==> src/include/logic_and_branch_exec_regs.svh <==
`ifndef LOGIC_AND_BRANCH_EXEC_REGS_SVH
`define LOGIC_AND_BRANCH_EXEC_REGS_SVH

// Opcode fields, matched against the upper bits of the instruction word
`define OPC_AND_LIT       8'h0B
`define OPC_AND_FILE      6'h05
`define OPC_ADD_CARRY     6'h08
`define OPC_BIT_CLR       4'h9
`define OPC_BRANCH        4'hE

// Condition codes in bits 11:8 of a relative branch
`define COND_CARRY_SET    4'h2
`define COND_CARRY_CLR    4'h3
`define COND_MINUS_SET    4'h6
`define COND_MINUS_CLR    4'h7

// Field positions inside the instruction word
`define FLD_DEST          9
`define FLD_ACCESS        8
`define FLD_BIT_HI        11
`define FLD_BIT_LO        9
`define FLD_SIGN          7

// Access bank layout: low half from bank 0, high half from the top bank
`define ACCESS_SPLIT      8'h80
`define ACCESS_LOW_BANK   4'h0
`define ACCESS_HIGH_BANK  4'hF

// Reset values and program counter step
`define PC_RESET          21'h000000
`define PC_STEP           21'h000002
`define ACC_RESET         8'h00
`define STATUS_RESET      5'h00
`define MEM_ADDR_RESET    12'h000
`define DATA_ZERO         8'h00
`define BIT_ONE           8'h01
`define IR_RESET          16'h0000

// Instruction cycle: time and phases of one core clock each
`define CLK_PERIOD_NS     100
`define INSTR_CYCLE_NS    400
`define PHASES_PER_INSTR  (`INSTR_CYCLE_NS / `CLK_PERIOD_NS)

`endif

==> src/include/logic_and_branch_exec_pkg.sv <==
package logic_and_branch_exec_pkg;

    // Status flags as kept by the core
    typedef struct packed {
        logic n;
        logic ov;
        logic z;
        logic dc;
        logic c;
    } status_flags_t;

    // Data memory request toward the register file
    typedef struct packed {
        logic [11:0] addr;
        logic        we;
        logic [7:0]  wdata;
    } mem_req_t;

    // Four phases of one instruction cycle
    typedef enum logic [1:0] {
        PH_DECODE,
        PH_READ,
        PH_COMPUTE,
        PH_WRITE
    } phase_t;

    // Decoded operation classes
    typedef enum logic [2:0] {
        OP_NONE,
        OP_AND_LIT,
        OP_AND_FILE,
        OP_ADD_CARRY,
        OP_BIT_CLR,
        OP_BRANCH
    } op_t;

endpackage : logic_and_branch_exec_pkg

==> src/design/logic_and_branch_exec.sv <==
`timescale 1ns/1ns
`default_nettype none
`include "logic_and_branch_exec_regs.svh"

module logic_and_branch_exec (
    input  wire logic                                   clk,
    input  wire logic                                   nrst,
    input  wire logic [15:0]                            instr_word,
    input  wire logic [7:0]                             mem_rdata,
    input  wire logic [3:0]                             bank_pointer,
    output logic [20:0]                                 prog_addr,
    output logic_and_branch_exec_pkg::mem_req_t         mem,
    output logic [7:0]                                  working_accumulator,
    output logic_and_branch_exec_pkg::status_flags_t    status,
    output logic_and_branch_exec_pkg::phase_t           phase,
    output logic                                        nop_cycle
);

    ////////////////////////////////////////////////////////////////////////
    // State
    logic_and_branch_exec_pkg::op_t             op;
    logic_and_branch_exec_pkg::op_t             next_op;
    logic_and_branch_exec_pkg::phase_t          next_phase;
    logic_and_branch_exec_pkg::status_flags_t   pend_flags;
    logic_and_branch_exec_pkg::status_flags_t   next_flags;
    logic [15:0]                                ir;
    logic [7:0]                                 result;
    logic [7:0]                                 next_result;
    logic [11:0]                                mem_addr;
    logic                                       mem_we;
    logic [7:0]                                 mem_wdata;

    // Memory request fields gathered into the output struct
    assign mem = '{addr: mem_addr, we: mem_we, wdata: mem_wdata};

    ////////////////////////////////////////////////////////////////////////
    // Decode of the fetched word
    wire logic [15:0] iw          = instr_word;
    wire logic        dec_and_lit = (iw[15:8] == `OPC_AND_LIT);
    wire logic        dec_and_f   = (iw[15:10] == `OPC_AND_FILE);
    wire logic        dec_addc    = (iw[15:10] == `OPC_ADD_CARRY);
    wire logic        dec_bclr    = (iw[15:12] == `OPC_BIT_CLR);
    wire logic        dec_branch  = (iw[15:12] == `OPC_BRANCH) &&
                                    ((iw[11:8] == `COND_CARRY_SET) || (iw[11:8] == `COND_CARRY_CLR) ||
                                     (iw[11:8] == `COND_MINUS_SET) || (iw[11:8] == `COND_MINUS_CLR));

    // Operation class; unknown words execute as no operation
    always_comb begin
        if (dec_and_lit) begin
            next_op = logic_and_branch_exec_pkg::OP_AND_LIT;
        end else if (dec_and_f) begin
            next_op = logic_and_branch_exec_pkg::OP_AND_FILE;
        end else if (dec_addc) begin
            next_op = logic_and_branch_exec_pkg::OP_ADD_CARRY;
        end else if (dec_bclr) begin
            next_op = logic_and_branch_exec_pkg::OP_BIT_CLR;
        end else if (dec_branch) begin
            next_op = logic_and_branch_exec_pkg::OP_BRANCH;
        end else begin
            next_op = logic_and_branch_exec_pkg::OP_NONE;
        end
    end

    ////////////////////////////////////////////////////////////////////////
    // Operand addressing and destination
    wire logic        is_and_lit = (op == logic_and_branch_exec_pkg::OP_AND_LIT);
    wire logic        is_and_f   = (op == logic_and_branch_exec_pkg::OP_AND_FILE);
    wire logic        is_addc    = (op == logic_and_branch_exec_pkg::OP_ADD_CARRY);
    wire logic        is_bclr    = (op == logic_and_branch_exec_pkg::OP_BIT_CLR);
    wire logic        is_branch  = (op == logic_and_branch_exec_pkg::OP_BRANCH);
    wire logic        uses_file  = is_and_f || is_addc || is_bclr;
    wire logic        high_half  = (ir[7:0] >= `ACCESS_SPLIT);
    wire logic [3:0]  access_bk  = high_half ? `ACCESS_HIGH_BANK : `ACCESS_LOW_BANK;
    wire logic [3:0]  sel_bank   = ir[`FLD_ACCESS] ? bank_pointer : access_bk;
    wire logic [11:0] eff_addr   = {sel_bank, ir[7:0]};
    wire logic        to_file    = is_bclr || ((is_and_f || is_addc) && ir[`FLD_DEST]);
    wire logic        to_acc     = is_and_lit || ((is_and_f || is_addc) && !ir[`FLD_DEST]);

    ////////////////////////////////////////////////////////////////////////
    // Arithmetic and logic
    wire logic [7:0]  operand    = is_and_lit ? ir[7:0] : mem_rdata;
    wire logic [7:0]  and_res    = working_accumulator & operand;
    wire logic [8:0]  add_sum    = {1'b0, working_accumulator} + {1'b0, operand} + {8'h00, status.c};
    wire logic [4:0]  nib_sum    = {1'b0, working_accumulator[3:0]} + {1'b0, operand[3:0]} + {4'h0, status.c};
    wire logic [7:0]  clr_mask   = ~(`BIT_ONE << ir[`FLD_BIT_HI:`FLD_BIT_LO]);
    wire logic        add_ov     = (working_accumulator[7] == operand[7]) &&
                                   (add_sum[7] != working_accumulator[7]);

    // Result and flag set per operation
    always_comb begin
        next_flags  = status;
        next_result = operand;
        if (is_and_lit || is_and_f) begin
            next_result  = and_res;
            next_flags.n = and_res[`FLD_SIGN];
            next_flags.z = (and_res == `DATA_ZERO);
        end else if (is_addc) begin
            next_result   = add_sum[7:0];
            next_flags.n  = add_sum[`FLD_SIGN];
            next_flags.z  = (add_sum[7:0] == `DATA_ZERO);
            next_flags.c  = add_sum[8];
            next_flags.dc = nib_sum[4];
            next_flags.ov = add_ov;
        end else if (is_bclr) begin
            next_result = operand & clr_mask;
        end
    end

    ////////////////////////////////////////////////////////////////////////
    // Branch condition and target
    logic cond_met;
    always_comb begin
        case (ir[11:8])
            `COND_CARRY_SET: cond_met = status.c;
            `COND_CARRY_CLR: cond_met = !status.c;
            `COND_MINUS_SET: cond_met = status.n;
            `COND_MINUS_CLR: cond_met = !status.n;
            default:         cond_met = 1'b0;
        endcase
    end

    wire logic        take       = is_branch && cond_met;
    wire logic [20:0] br_offset  = {{12{ir[`FLD_SIGN]}}, ir[7:0], 1'b0};
    wire logic [20:0] br_target  = prog_addr + br_offset;

    ////////////////////////////////////////////////////////////////////////
    // Phase sequencer
    always_comb begin
        case (phase)
            logic_and_branch_exec_pkg::PH_DECODE:  next_phase = logic_and_branch_exec_pkg::PH_READ;
            logic_and_branch_exec_pkg::PH_READ:    next_phase = logic_and_branch_exec_pkg::PH_COMPUTE;
            logic_and_branch_exec_pkg::PH_COMPUTE: next_phase = logic_and_branch_exec_pkg::PH_WRITE;
            default:                               next_phase = logic_and_branch_exec_pkg::PH_DECODE;
        endcase
    end

    always_ff @(posedge clk or negedge nrst) begin
        if (!nrst) begin
            phase <= logic_and_branch_exec_pkg::PH_DECODE;
        end else begin
            phase <= next_phase;
        end
    end

    // Decode phase: latch word; latch its operation and step the counter unless in a flush cycle
    always_ff @(posedge clk or negedge nrst) begin
        if (!nrst) begin
            ir <= `IR_RESET;
            op <= logic_and_branch_exec_pkg::OP_NONE;
        end else if (phase == logic_and_branch_exec_pkg::PH_DECODE) begin
            ir <= instr_word;
            op <= nop_cycle ? logic_and_branch_exec_pkg::OP_NONE : next_op;
        end
    end

    // Decode phase preloads the operand address; read phase resolves it for file operations
    always_ff @(posedge clk or negedge nrst) begin
        if (!nrst) begin
            mem_addr <= `MEM_ADDR_RESET;
        end else if (phase == logic_and_branch_exec_pkg::PH_DECODE && !nop_cycle) begin
            mem_addr <= {bank_pointer, instr_word[7:0]};
        end else if (phase == logic_and_branch_exec_pkg::PH_READ && uses_file) begin
            mem_addr <= eff_addr;
        end
    end

    // Compute phase: capture result and flags, raise the write strobe
    always_ff @(posedge clk or negedge nrst) begin
        if (!nrst) begin
            result     <= `DATA_ZERO;
            pend_flags <= `STATUS_RESET;
            mem_we     <= 1'b0;
            mem_wdata  <= `DATA_ZERO;
        end else if (phase == logic_and_branch_exec_pkg::PH_COMPUTE) begin
            result     <= next_result;
            pend_flags <= next_flags;
            mem_we     <= to_file;
            mem_wdata  <= next_result;
        end else begin
            mem_we     <= 1'b0;
        end
    end

    // Write phase: accumulator and flags
    always_ff @(posedge clk or negedge nrst) begin
        if (!nrst) begin
            working_accumulator <= `ACC_RESET;
            status              <= `STATUS_RESET;
        end else if (phase == logic_and_branch_exec_pkg::PH_WRITE) begin
            if (to_acc) begin
                working_accumulator <= result;
            end
            status <= pend_flags;
        end
    end

    // Program counter and flush cycle after a taken branch
    always_ff @(posedge clk or negedge nrst) begin
        if (!nrst) begin
            prog_addr <= `PC_RESET;
            nop_cycle <= 1'b0;
        end else if (phase == logic_and_branch_exec_pkg::PH_DECODE && !nop_cycle) begin
            prog_addr <= prog_addr + `PC_STEP;
        end else if (phase == logic_and_branch_exec_pkg::PH_WRITE) begin
            if (take) begin
                prog_addr <= br_target;
            end
            nop_cycle <= take;
        end
    end
endmodule : logic_and_branch_exec
`default_nettype wire

==> config.mk <==
export PLATFORM = sky130hd
export DESIGN_NAME = logic_and_branch_exec
export DESIGN_NICKNAME = d
export VERILOG_FILES = /design/src/include/logic_and_branch_exec_pkg.sv /design/src/design/logic_and_branch_exec.sv
export VERILOG_INCLUDE_DIRS = /design/src /design/src/include
export SDC_FILE = /design/constraint.sdc
export NUM_CORES = 1
export LEC_CHECK = 0
export BUFFER_PORTS_ARGS = -buffer_cell sky130_fd_sc_hd__buf_4
export CORE_UTILIZATION = 46
export DETAILED_ROUTE_END_ITERATION = 8
export HOLD_SLACK_MARGIN = 0.15
export PLACE_DENSITY = 0.68
export SYNTH_ARGS = -nofsm -noshare
export SYNTH_HDL_FRONTEND = slang
export SYNTH_SLANG_ARGS = --single-unit
==> constraint.sdc <==
create_clock -name clk -period 5.7 [get_ports clk]
set_clock_uncertainty 0.1 [all_clocks]
set_input_delay 0.855 -clock clk [delete_from_list [all_inputs] [get_ports clk]]
set_output_delay 0.855 -clock clk [all_outputs]
set_load 0.03 [all_outputs]
After elaboration in Yosys (flattened, before gate mapping)
Index checks and enable logic that the tools add are counted.
Widths: inputs -> output; s select.
{ "word_totals": {"out_inout_bits": 58, "input_bits": 30, "regBits": 78} }
{ "classes": {"bitwise_logic": 4, "n_addsub": 6, "eq_ne": 23, "magnitude_cmp": 1, "n_shift": 1, "mux": 25, "reduce_logical": 28} }
{ "ops": {"columns": ["op", "n"], "rows": [
  ["$mux 21", 3],
  ["$mux 8", 4],
  ["$mux 12", 2],
  ["$add 21x2->21 const B", 1],
  ["$add 21x21->21", 1],
  ["$mux 3", 6],
  ["$and 8x8->8", 2],
  ["$eq 4x2->1 const B", 4],
  ["$eq 4x3->1 const B", 4],
  ["$logic_not 8->1", 2],
  ["$add 8x8->9", 1],
  ["$add 9x1->9", 1],
  ["$eq 4x4->1 const B", 2],
  ["$eq 8x4->1 const B", 1],
  ["$ge 8x8->1 const B", 1],
  ["$logic_or 1x1->1", 8],
  ["$mux 4", 2],
  ["$not 8->8", 1],
  ["$shl 1x3->8 const A", 1],
  ["$logic_and 1x1->1", 7],
  ["$eq 3x2->1 const B", 2],
  ["$eq 3x3->1 const B", 2],
  ["$eq 6x3->1 const B", 1],
  ["$eq 6x4->1 const B", 1],
  ["other kinds (17)", 28]
]} }

Depth between registers and ports, before layout
{ "logic_depth": {"depth_word": 11, "depth_mapped": 14, "depth_no_buf": 12} }

Worst setup path after synthesis
No wires, ideal clock.
{ "synth_path": {"kind": "reg-to-reg", "from": "register phase[0]", "to": "register prog_addr[20]", "synth_period_minus_slack_ns": 3.541, "arrival_time_ns": 3.342, "n_path_buf": 2, "t_required_ns": 5.501, "path_slack_ns": 2.159, "path_stages_with_launch": 14, "setup_ns": 0.099, "path_cell_list": "dfrtp_1 -> inv_1 -> ha_1 -> nand2b_1 -> clkbuf_1 -> clkbuf_1 -> and2_1 -> ha_1 -> a211oi_4 -> nor4_2 -> o31ai_2 -> nor3_1 -> or4_1 -> a311oi_1"} }
{ "synth_via": {"elab_chain_cells": 4} }
{ "synth_rtl": {"columns": ["item", "line_no", "rtl"], "rows": [
  ["from (decl)", "logic_and_branch_exec.sv:15", "output logic_and_branch_exec_pkg::phase_t phase,"],
  ["from (signal assigned)", "logic_and_branch_exec.sv:139", "phase <= logic_and_branch_exec_pkg::PH_DECODE;"],
  ["from (signal assigned)", "logic_and_branch_exec.sv:141", "phase <= next_phase;"],
  ["$logic_not 2->1", "logic_and_branch_exec.sv:202", "end else if (phase == logic_and_branch_exec_pkg::PH_DECODE && !nop_cycle) begin"],
  ["$logic_and 1x1->1", "logic_and_branch_exec.sv:202", null],
  ["$reduce_bool 2->1 (no line)", null, null],
  ["$reduce_and 2->1 (no line)", null, null],
  ["to (signal assigned)", "logic_and_branch_exec.sv:200", "prog_addr <= `PC_RESET;"],
  ["to (signal assigned)", "logic_and_branch_exec.sv:203", "prog_addr <= prog_addr + `PC_STEP;"],
  ["to (signal assigned)", "logic_and_branch_exec.sv:206", "prog_addr <= br_target;"],
  ["to (decl)", "logic_and_branch_exec.sv:11", "output logic [20:0] prog_addr,"]
]} }
Several ways; a longest one is shown, not always the timed one.
A chain may end at the register's enable or synchronous reset.

Final worst setup path
Same ends and word-level chain as after synthesis.

==> metrics.md <==
| Metric | Value |
|---|---|
| Routed len/inst | 17.0 µm |
| Overflow after GRT | 0 |
| FF-to-FF Start | phase[0] |
| Hold crit path type | reg2reg |
| Number of flops mapped to enable cells by yosys | 0 |
| Io pins | 88 |
| Fraction of the yosys area taken by sequential cells | around two fifths |
| Die Y-Extent | around 110 µm |
| Distinct cells, synth | 67 |
| Root buffer cell | clkbuf_8 |
| Starting Density | between 40% and 50% |
| Kind of critical path | reg2reg |
| Fraction of layout cells with a size suffix above 1 | 24.6% |
| Crit path max-delay family | adder cells |
| H-tree levels | 3 |
| CTS buffer count | 9 |
| Clock power frac | 24.9% |
| Num rows | 37 |
| Register share of total power | a little under two fifths |
| Worst hold margin | 408 ps |
| Final instance area | a little under 6000 µm² |
| Netlist Area Pre-Place | 5040 µm² |
| Psw | 0.675 mW |
| Logic pwr share | 37.1% |
| Clock slew at reported path FFs | 90 ps |
| Hold Crit Start | pend_flags[0] |
| CP required | 5870 ps |
| Post-CTS Hold Buffers | 0 |
| CTS tree | built |
| Max FO, Critical Path | 20 |
| Synth Area per Inst | around 9.3 µm² |
| Tot GR Track Use | between 20% and 30% |
| Post-synthesis cell count | 544 |
| Synth Warn # | 0 |
| Iter 0 DRT Violations | 220 |
| RSZ-0062 raised after global routing | false |
| Worst EP arrival | about 4200 ps |
| Critical Path Stages | 12 |
| Final WS setup | 1670 ps |
| DP Worst Slack | 1710 ps |
| Area grow syn2layout | 18.3% |
| Final Max Slew Viols | 0 |
| Cts repair resizes | 0 |
| Dpl cell area | 5760 µm² |
| Vias per inst | about 5.7 |
| Final setup viols | 0 |
| Post-Route WL | 12.9 mm |
| Slowest stage cell, crit path | ha_1 |
| Worst r2r path cells | 12 |
| Die X-Extent | 107 µm |
| Status | completed |
| Nets | 681 |
| Startpoint types | flop |
| Core Area | 10500 µm² |
| Postcts setup bufs | 0 |
| Largest net degree at the start of global routing | 78 |
| Die area | ~11000 µm² |
| Flops & latches, synth | 77 |
| Via count | 4308 |
| HPWL Detailed | about 9.7 mm |
| Port-buffer cells | 86 |
| Internal power | 1.10 mW |
| Max Fclk | 248 MHz |
| Detail Route Antenna Nets | 0 |
| Initial antenna violation count | 0 |
| CP endpoint kind | flop |
| Number of global-route vias before repair | 4201 |
| First-pass GRT wire length | 21.6 mm |
| Worst R2R End | prog_addr[20] |
| Cells along the critical path | inv_1, ha_1, nand2b_1, nand2_1, inv_1, ha_1, a21oi_2, o2111ai_2, o31ai_2, nor3_1, or4_1, a311oi_1 |
| WHS Path Cells | 1 |
| Synth Flop Type | dfrtp_1 |
| Post-route DRC | 0 |
| Switching part of the total | 38.1% |
| Period utilisation layout | 70.7% |
| Clk Latency, worst-skew pair | 360 ps |
| First drt pass iteration count | 4 |
| CTS max path bufs | 2 |
| Final hold vios | 0 |
| Gpl congestion | 0.949 |
| Hold Crit Endpoint | pend_flags[0] |
| Maximum vdd ir drop | 0.158 mV |
| Pleak | 2.74 nW |
| MaxCap Viol Count | 0 |
| Slew @ Worst Pin | approximately 1100 ps |
| Power Dens Cells | 297 nW/µm² |
| Syn Nets | 608 |
| Slew headroom | 28.2% |
| Max incr delay on CP | 670 ps |
| N_diodes | 0 |
| FFs w/ async S/R, synth | 100% |
| Total power | between 1.5 and 2 mW |
| Setup_tns | 0 ps |
| CTS sink count | 77 |
| Crit path buf inv count | 2 |
| Final min period | 4030 ps |
| R2R Setup Slk | 1670 ps |
==> cells by family (layout without fill, tap and decap cells) <==
family          Yosys count  count (layout)  synth area share [%]
compound gates          155             155                  20.7
xor+xnor                 21              21                  3.65
fa+ha+maj                34              34                  8.88
buf+inv                  45             123                  3.72
flops                    77              77                  38.2
mux                      42              42                  9.26
other cells               1               1                0.0744
simple gates            169             169                  15.5
==> how the worst max path moves through the flow <==
stage                     startpoint             to  slack (ps)
after floorplan             phase[0]  prog_addr[20]        2160
after global placement      phase[0]  prog_addr[16]        1880
after detailed placement    phase[0]  prog_addr[20]        1710
after CTS                   phase[0]  prog_addr[20]        1710
after global routing        phase[0]  prog_addr[20]        1390
final                       phase[0]  prog_addr[20]        1670
==> power groups by stage <==
stage	logic, mW	clock network [mW]	registers (mW)
after global placement	0.652	0	0.681
final	0.658	0.442	0.673
after floorplan	0.372	0	0.760
after CTS	0.658	0.451	0.673
after global routing	0.728	0.471	0.684
after detailed placement	0.655	0	0.683
==> cell usage in the layout (no fill, tap or decap), types with 3 or more instances in the layout <==
cell,Yosys,final
mux2i_1,5,5
fa_1,3,3
a21oi_1,31,31
clkbuf_8,0,10
a22o_1,3,3
a31oi_1,11,11
o21ai_1,16,16
ha_1,31,31
buf_4,3,88
mux2_2,35,35
a221oi_1,3,3
nor4_1,5,5
nor2_1,46,46
o21a_1,8,8
o211ai_1,3,3
xnor2_1,12,12
nor2b_1,5,5
xor2_1,9,9
a21o_1,6,6
nand2_1,62,62
o22ai_1,3,3
o21ai_0,33,33
nor3_1,13,13
nand4_1,4,4
inv_1,19,19
dfrtp_1,77,77
nand3_1,9,9
and2_1,7,7
nand2b_1,6,6
o31ai_1,7,7
==> layer usage <==
| layer | vias to the layer above | wire (µm) | global-route usage [%] |
|---|---|---|---|
| li1 | 2124 | - | - |
| met1 | 2086 | 6330 | 34.8 |
| met2 | 88 | 5970 | 38.1 |
| met3 | 10 | 497 | 4.01 |
| met4 | 0 | 114 | 6.65 |
| met5 | - | 0 | 0 |
==> worst reg2reg max path: stages (launching register included) <==
cell	delay [ps]
dfrtp_1	430
inv_1	90
ha_1	670
nand2b_1	160
nand2_1	180
inv_1	260
ha_1	450
a21oi_2	240
o2111ai_2	180
o31ai_2	350
nor3_1	90
or4_1	520
a311oi_1	200
==> layout make-up <==
type | count | area, µm²
Clock buffer | 10 | 138
Sequential cell | 77 | 1930
Clock inverter | 6 | 71.3
Inverter | 19 | 71.3
Fill cell | 972 | 4500
Multi-Input combinational cell | 422 | 2930
Tap cell | 136 | 170
Timing Repair Buffer | 88 | 661
==> cells in the mapped netlist (6+ instances only) <==
cell type  number  area [µm²]
nand3_1         9        45.0
dfrtp_1        77        1930
xnor2_1        12         105
buf_2           6        30.0
ha_1           31         388
clkbuf_1       14        52.6
o31ai_1         7        52.6
o21ai_1        16        80.1
a31oi_1        11        68.8
o21a_1          8        60.1
a21o_1          6        45.0
inv_1          19        71.3
nand2b_1        6        37.5
xor2_1          9        78.8
nand2_1        62         233
a21oi_1        31         155
mux2_2         35         394
nor3_1         13        65.1
and2_1          7        43.8
nor2_1         46         173
o21ai_0        33         165
==> state kept, by name, summed over array words and instances (netlist names), 2 cells and up <==
signal,count
prog_addr,20
ir,12
mem_addr,12
mem_wdata,8
working_accumulator,8
pend_flags,5
status,5
op,3
phase,2
==> metrics by stage <==
stage | utilization, % | cells
after detailed placement | 55.0 | 742
after global routing | 57.0 | 758
after global placement | 55.0 | 742
after floorplan | - | 544
final | 57.0 | 758
after CTS | 57.0 | 758
No activity file was read; power rests on OpenSTA's default activity.
